<file path="src/flash_port_map.vh">
// constants for the serial flash boot port
// Summary of operation
// RL1: the flash pause and write-protect inputs are never driven; board pulls them high.
// RL2: writes requested by the control host use page-program operations.
// RL3: no page or sector size is imposed; users plan around the flash's erase size.
// RL4: while reset is low, clock, data out and select 0 outputs float.
// RL5: select 1 stays driven during reset.
// RL6: an external programmer drives the flash only while the device is held in reset.
// RL7: master, clock mode 0, fixed serial clock near 33.3 MHz, two selects.
// RL8: reads use fast read 0x0B with three address bytes and one dummy byte.
// RL9: boot reads header bytes 0x0000 to 0x0007 on select 0, then loads routine.
// RL10: flash auto-increments its address so reads stream after one address phase.
// RL11: selects never low together; active select returns high between transactions.
`ifndef FLASH_PORT_MAP_VH
`define FLASH_PORT_MAP_VH
`define CMD_FAST_READ 8'h0B
`define CMD_PAGE_PROG 8'h02
`define CMD_WRITE_EN 8'h06
`define CMD_READ_STATUS 8'h05
`define STATUS_BUSY_BIT 0
`define BOOT_HDR_ADDR 24'h000000
`define IDX_ADDR_HI 4'h1
`define IDX_ADDR_MID 4'h2
`define IDX_ADDR_LO 4'h3
`define IDX_PROG_DATA 4'h4
`define IDX_READ_DATA 4'h5
`define IDX_POLL_DATA 4'h1
`define IDX_HDR_LAST 4'hC
`define IDX_MAX 4'hF
`define BIT_LAST 3'h7
`define SYS_FREQ_KHZ 250000
`define SCLK_FREQ_KHZ 33300
`define SYS_PERIOD_NS 4
`define CS_HIGH_NS 300
`define HALF_CYCLES ((`SYS_FREQ_KHZ + 2 * `SCLK_FREQ_KHZ - 1) / (2 * `SCLK_FREQ_KHZ))
`define GAP_CYCLES ((`CS_HIGH_NS + `SYS_PERIOD_NS - 1) / `SYS_PERIOD_NS)
`define PROG_ADDR_W 16
`endif

</file>
<file path="src/flash_input_sync.v">
// two-stage synchroniser for the flash data input
`timescale 1ns/1ps
module flash_input_sync
(
   input wire clk_in,
   input wire rst_b_in,
   input wire d_in,
   output wire q_out
);
   reg meta_r;
   reg sync_r;

   always @(posedge clk_in or negedge rst_b_in)
   begin
      if (!rst_b_in)
      begin
         meta_r <= 1'b0;
         sync_r <= 1'b0;
      end
      else
      begin
         meta_r <= d_in;
         sync_r <= meta_r;
      end
   end

   assign q_out = sync_r;
endmodule

</file>
<file path="src/serial_flash_boot_port.v">
// serial flash port: boot loader and page-program sequencer
`timescale 1ns/1ps
`include "flash_port_map.vh"
module serial_flash_boot_port
(
   input wire CLK_SYS_IN,
   input wire RST_B_IN,
   input wire FLASH_SERIAL_DATA_IN,
   input wire WR_REQ_IN,
   input wire WR_SEL_IN,
   input wire [23:0] WR_ADDR_IN,
   input wire [7:0] WR_DATA_IN,
   input wire WR_DATA_VALID_IN,
   input wire WR_LAST_IN,
   output reg FLASH_SERIAL_CLOCK_OUT,
   output reg FLASH_SERIAL_CLOCK_OE_OUT,
   output reg FLASH_SERIAL_DATA_OUT,
   output reg FLASH_SERIAL_DATA_OE_OUT,
   output reg FLASH_SELECT0_N_OUT,
   output reg FLASH_SELECT0_OE_OUT,
   output reg FLASH_SELECT1_N_OUT,
   output reg PROG_WE_OUT,
   output reg [`PROG_ADDR_W-1:0] PROG_ADDR_OUT,
   output reg [7:0] PROG_DATA_OUT,
   output reg BOOT_DONE_OUT,
   output reg WR_BUSY_OUT,
   output reg WR_DATA_TAKE_OUT
);
   localparam [1:0] ST_IDLE = 2'h0;
   localparam [1:0] ST_GAP = 2'h1;
   localparam [1:0] ST_SHIFT = 2'h2;
   localparam [1:0] ST_HOLD = 2'h3;

   localparam [2:0] J_HDR = 3'h0;
   localparam [2:0] J_LOAD = 3'h1;
   localparam [2:0] J_IDLE = 3'h2;
   localparam [2:0] J_WREN = 3'h3;
   localparam [2:0] J_PROG = 3'h4;
   localparam [2:0] J_POLL = 3'h5;

   localparam integer HALF_INT = `HALF_CYCLES - 1;
   localparam integer GAP_INT = `GAP_CYCLES - 1;
   localparam [7:0] HALF_LAST = HALF_INT[7:0];
   localparam [7:0] GAP_LAST = GAP_INT[7:0];

   wire miso_s;
   reg [1:0] st_r;
   reg [2:0] job_r;
   reg [7:0] cnt_r;
   reg [2:0] bit_r;
   reg [3:0] idx_r;
   reg [7:0] tx_r;
   reg [7:0] rx_r;
   reg [23:0] addr_r;
   reg [23:0] remain_r;
   reg [55:0] hdr_r;
   reg sel1_r;
   reg last_r;
   reg [7:0] rxb;
   reg [63:0] hdr_full;
   reg [3:0] idx_nxt;
   reg [7:0] first_byte;
   reg [7:0] next_byte;
   reg [`PROG_ADDR_W-1:0] load_addr_r;

   // opcode and address byte for a given byte slot of a transaction
   function [7:0] tx_byte;
      input [2:0] job;
      input [3:0] idx;
      input [23:0] addr;
      begin
         tx_byte = 8'h00;
         if (idx == 4'h0)
         begin
            case (job)
               J_WREN: tx_byte = `CMD_WRITE_EN;
               J_PROG: tx_byte = `CMD_PAGE_PROG; // RL2
               J_POLL: tx_byte = `CMD_READ_STATUS;
               default: tx_byte = `CMD_FAST_READ; // RL8
            endcase
         end
         else if (idx == `IDX_ADDR_HI && job != J_WREN && job != J_POLL)
            tx_byte = addr[23:16];
         else if (idx == `IDX_ADDR_MID && job != J_WREN && job != J_POLL)
            tx_byte = addr[15:8];
         else if (idx == `IDX_ADDR_LO && job != J_WREN && job != J_POLL)
            tx_byte = addr[7:0];
      end
   endfunction

   flash_input_sync u_miso_sync
   (
      .clk_in(CLK_SYS_IN),
      .rst_b_in(RST_B_IN),
      .d_in(FLASH_SERIAL_DATA_IN),
      .q_out(miso_s)
   );

   always @*
   begin
      rxb = {rx_r[6:0], miso_s};
      hdr_full = {hdr_r, rxb};
      // slot count saturates so a long stream never wraps back to the opcode slot
      idx_nxt = (idx_r == `IDX_MAX) ? idx_r : idx_r + 4'h1;
      first_byte = tx_byte(job_r, 4'h0, addr_r);
      next_byte = tx_byte(job_r, idx_nxt, addr_r);
   end

   // no pause or write-protect pins exist on this port RL1
   // oe registers reset low so the pins float while reset is held RL4 RL6
   always @(posedge CLK_SYS_IN or negedge RST_B_IN)
   begin
      if (!RST_B_IN)
      begin
         FLASH_SERIAL_CLOCK_OUT <= 1'b0;
         FLASH_SERIAL_CLOCK_OE_OUT <= 1'b0; // RL4
         FLASH_SERIAL_DATA_OUT <= 1'b0;
         FLASH_SERIAL_DATA_OE_OUT <= 1'b0; // RL4
         FLASH_SELECT0_N_OUT <= 1'b1;
         FLASH_SELECT0_OE_OUT <= 1'b0; // RL4
         FLASH_SELECT1_N_OUT <= 1'b1; // RL5
         PROG_WE_OUT <= 1'b0;
         PROG_ADDR_OUT <= {`PROG_ADDR_W{1'b0}};
         PROG_DATA_OUT <= 8'h00;
         BOOT_DONE_OUT <= 1'b0;
         WR_BUSY_OUT <= 1'b0;
         WR_DATA_TAKE_OUT <= 1'b0;
         st_r <= ST_GAP;
         job_r <= J_HDR;
         cnt_r <= 8'h00;
         bit_r <= 3'h0;
         idx_r <= 4'h0;
         tx_r <= 8'h00;
         rx_r <= 8'h00;
         addr_r <= `BOOT_HDR_ADDR; // RL9
         remain_r <= 24'h000000;
         hdr_r <= 56'h0;
         sel1_r <= 1'b0;
         last_r <= 1'b0;
         load_addr_r <= {`PROG_ADDR_W{1'b0}};
      end
      else
      begin
         FLASH_SERIAL_CLOCK_OE_OUT <= 1'b1;
         FLASH_SERIAL_DATA_OE_OUT <= 1'b1;
         FLASH_SELECT0_OE_OUT <= 1'b1;
         PROG_WE_OUT <= 1'b0;
         WR_DATA_TAKE_OUT <= 1'b0;
         case (st_r)
            ST_IDLE:
            begin
               if (WR_REQ_IN)
               begin
                  addr_r <= WR_ADDR_IN;
                  sel1_r <= WR_SEL_IN;
                  WR_BUSY_OUT <= 1'b1;
                  job_r <= J_WREN;
                  st_r <= ST_GAP;
                  cnt_r <= 8'h00;
               end
            end
            ST_GAP:
            begin
               if (job_r == J_IDLE && WR_REQ_IN)
               begin
                  addr_r <= WR_ADDR_IN;
                  sel1_r <= WR_SEL_IN;
                  WR_BUSY_OUT <= 1'b1;
                  job_r <= J_WREN;
               end
               // selects stay high for the flash's minimum deselect time RL11
               if (cnt_r != GAP_LAST)
                  cnt_r <= cnt_r + 8'h01;
               else if (job_r == J_IDLE)
                  st_r <= WR_REQ_IN ? ST_GAP : ST_IDLE;
               else
               begin
                  FLASH_SELECT0_N_OUT <= sel1_r; // RL11
                  FLASH_SELECT1_N_OUT <= ~sel1_r; // RL7
                  tx_r <= first_byte;
                  FLASH_SERIAL_DATA_OUT <= first_byte[7];
                  idx_r <= 4'h0;
                  bit_r <= 3'h0;
                  cnt_r <= 8'h00;
                  st_r <= ST_SHIFT;
               end
            end
            ST_HOLD:
            begin
               // clock parks low while the host has no byte ready
               if (WR_DATA_VALID_IN)
               begin
                  tx_r <= WR_DATA_IN;
                  FLASH_SERIAL_DATA_OUT <= WR_DATA_IN[7];
                  last_r <= WR_LAST_IN;
                  WR_DATA_TAKE_OUT <= 1'b1;
                  cnt_r <= 8'h00;
                  st_r <= ST_SHIFT;
               end
            end
            ST_SHIFT:
            begin
               if (cnt_r != HALF_LAST)
                  cnt_r <= cnt_r + 8'h01;
               else
               begin
                  cnt_r <= 8'h00;
                  // mode 0: rise while data stable, sample and shift at fall RL7
                  if (!FLASH_SERIAL_CLOCK_OUT)
                     FLASH_SERIAL_CLOCK_OUT <= 1'b1; // RL7
                  else
                  begin
                     FLASH_SERIAL_CLOCK_OUT <= 1'b0;
                     rx_r <= rxb;
                     bit_r <= bit_r + 3'h1;
                     if (bit_r != `BIT_LAST)
                     begin
                        tx_r <= {tx_r[6:0], 1'b0};
                        FLASH_SERIAL_DATA_OUT <= tx_r[6];
                     end
                     else
                     begin
                        idx_r <= idx_nxt;
                        if ((job_r == J_HDR && idx_r == `IDX_HDR_LAST)
                           || (job_r == J_LOAD && idx_r >= `IDX_READ_DATA
                              && remain_r == 24'h000001)
                           || job_r == J_WREN
                           || (job_r == J_PROG && idx_r >= `IDX_PROG_DATA && last_r)
                           || (job_r == J_POLL && idx_r >= `IDX_POLL_DATA
                              && !rxb[`STATUS_BUSY_BIT]))
                        begin
                           FLASH_SELECT0_N_OUT <= 1'b1; // RL11
                           FLASH_SELECT1_N_OUT <= 1'b1; // RL11
                           st_r <= ST_GAP;
                           case (job_r)
                              J_HDR:
                              begin
                                 remain_r <= hdr_full[63:40];
                                 addr_r <= hdr_full[31:8]; // RL9
                                 if (hdr_full[63:40] == 24'h000000)
                                 begin
                                    job_r <= J_IDLE;
                                    BOOT_DONE_OUT <= 1'b1;
                                 end
                                 else
                                    job_r <= J_LOAD;
                              end
                              J_LOAD:
                              begin
                                 job_r <= J_IDLE;
                                 BOOT_DONE_OUT <= 1'b1;
                              end
                              J_WREN: job_r <= J_PROG;
                              J_PROG: job_r <= J_POLL;
                              default:
                              begin
                                 job_r <= J_IDLE;
                                 WR_BUSY_OUT <= 1'b0;
                              end
                           endcase
                        end
                        else if (job_r == J_PROG && idx_nxt >= `IDX_PROG_DATA)
                        begin
                           if (WR_DATA_VALID_IN)
                           begin
                              tx_r <= WR_DATA_IN;
                              FLASH_SERIAL_DATA_OUT <= WR_DATA_IN[7];
                              last_r <= WR_LAST_IN;
                              WR_DATA_TAKE_OUT <= 1'b1;
                           end
                           else
                              st_r <= ST_HOLD;
                        end
                        else
                        begin
                           tx_r <= next_byte;
                           FLASH_SERIAL_DATA_OUT <= next_byte[7];
                        end
                        // data phase of a read streams on one address phase RL10
                        if (job_r == J_HDR && idx_r >= `IDX_READ_DATA)
                           hdr_r <= hdr_full[55:0]; // RL9
                        if (job_r == J_LOAD && idx_r >= `IDX_READ_DATA)
                        begin
                           PROG_WE_OUT <= 1'b1; // RL9
                           PROG_DATA_OUT <= rxb;
                           PROG_ADDR_OUT <= load_addr_r;
                           load_addr_r <= load_addr_r + 1'b1;
                           remain_r <= remain_r - 24'h000001;
                        end
                        if (job_r == J_PROG && idx_r == 4'h0)
                           last_r <= 1'b0;
                     end
                  end
               end
            end
            default: st_r <= ST_GAP;
         endcase
      end
   end
endmodule

</file>
<file path="config.mk">
export PLATFORM = sky130hd
export DESIGN_NAME = serial_flash_boot_port
export DESIGN_NICKNAME = d
export VERILOG_FILES = /design/src/flash_input_sync.v /design/src/serial_flash_boot_port.v
export VERILOG_INCLUDE_DIRS = /design/src
export SDC_FILE = /design/constraint.sdc
export NUM_CORES = 1
export LEC_CHECK = 0
export ABC_AREA = 1
export BUFFER_PORTS_ARGS = -buffer_cell sky130_fd_sc_hd__buf_2
export CAP_MARGIN = 5
export CORE_ASPECT_RATIO = 2
export CORE_MARGIN = 2
export CORE_UTILIZATION = 37
export CTS_BUF_LIST = sky130_fd_sc_hd__clkbuf_4
export CTS_CLUSTER_DIAMETER = 100
export DETAILED_ROUTE_END_ITERATION = 12
export PLACE_DENSITY = 0.54
export SLEW_MARGIN = 20
export SYNTH_ARGS = -nofsm -noshare
export SYNTH_HDL_FRONTEND = slang
export SYNTH_SLANG_ARGS = --single-unit
</file>
<file path="constraint.sdc">
create_clock -name CLK_SYS_IN -period 5.41 [get_ports CLK_SYS_IN]
set_input_delay 0.541 -clock CLK_SYS_IN [delete_from_list [all_inputs] [get_ports CLK_SYS_IN]]
set_output_delay 0.541 -clock CLK_SYS_IN [all_outputs]
set_load 0.05 [all_outputs]
</file>
==> results.toml <==
[outcome]
outcome = "finished, final reports clean"

[logic_synthesis]
netlist_instances = 1246
ys_top_cells_by_count = "317 x nand2_1, 188 x dfrtp_1, 141 x inv_1"
synth-seq-cells = 191
synthesis.yosys.warnings = 0
yosys.cell_count.top_type = "nand2_1"
syn-num-nets = 1300
largest_area_contributor_in_the_netlist = "dfrtp_1"
synthTopCellsByArea = "dfrtp_1 47%, nand2_1 12%, o21ai_0 6.8%"
synthFlopType = "dfrtp_1"
synth_enable_flop_cells = 0
syn-mean-instance-area_sq_um = 8.05
netlist.area_leader.share = 0.469
synth_cell_type_count = 48
ys_seq_area_frac = 0.477
netlist_area_sq_mm = 0.0100
ys_async_sr_fraction = 1.00

[worst_setup_path]
worstSetupEndpoint = "addr_r[13]$_DFFE_PN0P_"
timing.critical_path.arrival_ns = 4.09
r2r_setup_slack_ns = 1.90
worstReg2RegEnd = "addr_r[13]$_DFFE_PN0P_"
path_common_cell = "inv_1"
r2r-start = "st_r[0]$_DFFE_PN1P_"
critPathKind = "reg2reg"
timing.critical_path.required_ns = 5.99
timing.critical_path.to_type = "flop"
timing.critical_path.cells = "inv_1, ha_1, buf_4, inv_1, buf_4, nor2_1, inv_1, nand4_1, nor2_1, nand2_4, inv_2, o211ai_1, nand2_1"
startpoint = "st_r[0]$_DFFE_PN1P_"
crit_path_start_kind = "flop"
timing.critical_path.fanout_max = 37
timing.reg2reg.worst_path_depth = 13
critical_path.slowest_cell = "dfstp_2"
cp_slowest_stage_delay_ns = 0.61

[power_and_ir_drop]
vdd_ir_drop_max_uv = 220
p_per_area_mw_per_mm2 = 344
p_leak_nw = 5.54

[clock_network]
cts_made_buffers = 17
path_clk_slew_ns = 0.16
cts_post_setup_buffers_inserted = 0
cts-resized-gates = 0
number_of_buffers_between_clock_root_and_the_deepest_sink = 2
clock_latency_ns = 0.64
htree_num_levels = 4
clock-sinks = 191
clock_tree_from_tritoncts = "yes"
ctsRootBufferMaster = "clkbuf_4"

[sta]
timing.final.max_slew_violations = 0
setup_tns_ns = 0
maxClockFrequency_ghz = 0.285
fin_hold_ws_ns = 0.136
timing_worst_slew_pin_value_ns = 0.973
final.period_utilization = 0.649
period_needed_ns = 3.51
setup_viol = 0
skew_ns = 0.0336
timing.max_slew.rel_slack = 0.351
final_hold_viol_count = 0
grt_setup_unrepaired = "no"

[floorplanning]
fp.coreArea_sq_mm = 0.0268
floorplan.rows = 85
chipWidth_um = 120
top_level_ports = 74
die_area_sq_mm = 0.0285
floorplan.initialDensity = 0.374
die_height_um = 237

[global_routing]
grt_max_degree = 110
via_count_of_the_first_global_routing_pass = 8365
grt-ovfl-total = 0
grt_first_pass_wirelength_mm = 44.2
initial_antenna_violation_count = 1
globalRouteTotalUtil = 0.203

[route]
drc = 0
wl_mm = 27.9
ant_nets = 0
wl_per_cell_um = 16.7
post_drt_via_cell_ratio = 4.98
drtIter0Drc = 533
initial_drt_pass_iterations = 5
vias_after_detailed_routing = 8292

[cells_and_area]
layout.area.seq_sq_mm = 0.00478
layout-drive-gt1-share = 0.147
fillCellCount = 2825
total_area_of_multi_input_combinational_cells_sq_mm = 0.00447
syn_to_final_growth_pct = 9.65
num-nets-final = 1358

[placed_design]
routabilityCongestion = 0.906
port-buffer-count = 73
detailedPlacementHpwl_mm = 21.0

[min_path]
hold_class = "in2reg"

[run]
max_cap_viol_count = 0
power by group:
| group | internal [W] | switching (W) |
|---|---|---|
| logic | 0.000373 | 0.000882 |
| registers | 0.00161 | 0.000113 |
| clock network | 0.000251 | 0.000559 |
| total | 0.00223 | 0.00155 |
cell families (layout without fill, tap and decap cells):
family          Yosys count  after routing  share of synthesized area
compound gates          209            209                      0.115
flops                   191            191                      0.477
fa+ha+maj                15             15                     0.0187
xor+xnor                 24             24                     0.0210
mux                      41             41                     0.0449
buf+inv                 192            263                     0.0774
other cells               1              2                   0.000374
simple gates            573            573                      0.246
stage by stage:
step	instances	setup WS (ns)	cell area, sq um	total power, W	util
2_1_floorplan	1246	3.37	10000	0.00265	-
3_3_place_gp	1631	2.06	10700	0.00299	0.399
3_5_place_dp	1631	1.92	10700	0.00300	0.399
4_1_cts	1665	1.90	11000	0.00383	0.410
5_1_grt	1666	1.53	11000	0.00408	0.410
6_report	1666	1.90	11000	0.00379	0.410
critical path: cells and delay by family, from the launching register on:
| kind | cells | cell delay (ns) |
|---|---|---|
| buffers and inverters | 6 | 1.70 |
| and+or+nand+nor | 5 | 0.71 |
| DFF | 1 | 0.61 |
| adders and majority gates | 1 | 0.23 |
| AOI/OAI and AO/OA | 1 | 0.17 |
cells in the final DEF (no fill, tap or decap), types with 10 or more instances in the layout:
cell      count
a21oi_1      31
buf_2        72
clkbuf_4     18
dfrtp_1     188
ha_1         15
inv_1       141
mux2_2       28
nand2_1     317
nand3_1      48
nand4_1      15
nor2_1      117
nor3_1       25
nor4_1       10
o211ai_1     17
o21ai_0     137
or2_2        18
xor2_1       22
flip-flops by register name, summed over array words and instances, names as in the netlist, 4 cells and up:
name           flops
cnt_r              8
idx_r              4
hdr_r             56
addr_r            24
PROG_ADDR_OUT     16
tx_r               7
PROG_DATA_OUT      8
load_addr_r       16
remain_r          24
rx_r               7
per-layer routing:
| layer | track usage | vias to the layer above | wire length [um] |
|---|---|---|---|
| li1 | - | 4150 | - |
| met1 | 0.212 | 3938 | 10500 |
| met2 | 0.381 | 141 | 15400 |
| met3 | 0.0332 | 63 | 655 |
| met4 | 0.102 | 0 | 1290 |
| met5 | 0 | - | 0 |
final cells by class:
cell class,instances,area share
Clock inverter,14,0.0134
Tap cell,348,0.0396
Inverter,151,0.0518
Multi-Input combinational cell,863,0.407
Sequential cell,191,0.435
Clock buffer,18,0.0123
Antenna cell,1,0.000228
Timing Repair Buffer,80,0.0404
worst min path at each step:
stage | startpoint | endpoint | cells after the start
5_1_grt | WR_SEL_IN | sel1_r$_DFFE_PN0P_ | 3
2_1_floorplan | RST_B_IN | BOOT_DONE_OUT$_DFFE_PN0P_ | 0
4_1_cts | WR_ADDR_IN[12] | addr_r[12]$_DFFE_PN0P_ | 3
3_5_place_dp | u_miso_sync.meta_r$_DFF_PN0_ | u_miso_sync.q_out$_DFF_PN0_ | 0
6_report | WR_ADDR_IN[12] | addr_r[12]$_DFFE_PN0P_ | 3
3_3_place_gp | u_miso_sync.meta_r$_DFF_PN0_ | u_miso_sync.q_out$_DFF_PN0_ | 0
timing repair:
action | CTS | global route
endpoints found under the setup margin | 0 | 0
endpoints found under the hold margin | 8 | 0
hold buffers | 2 | 0
Note: power is estimated with default switching activity, not from simulation.
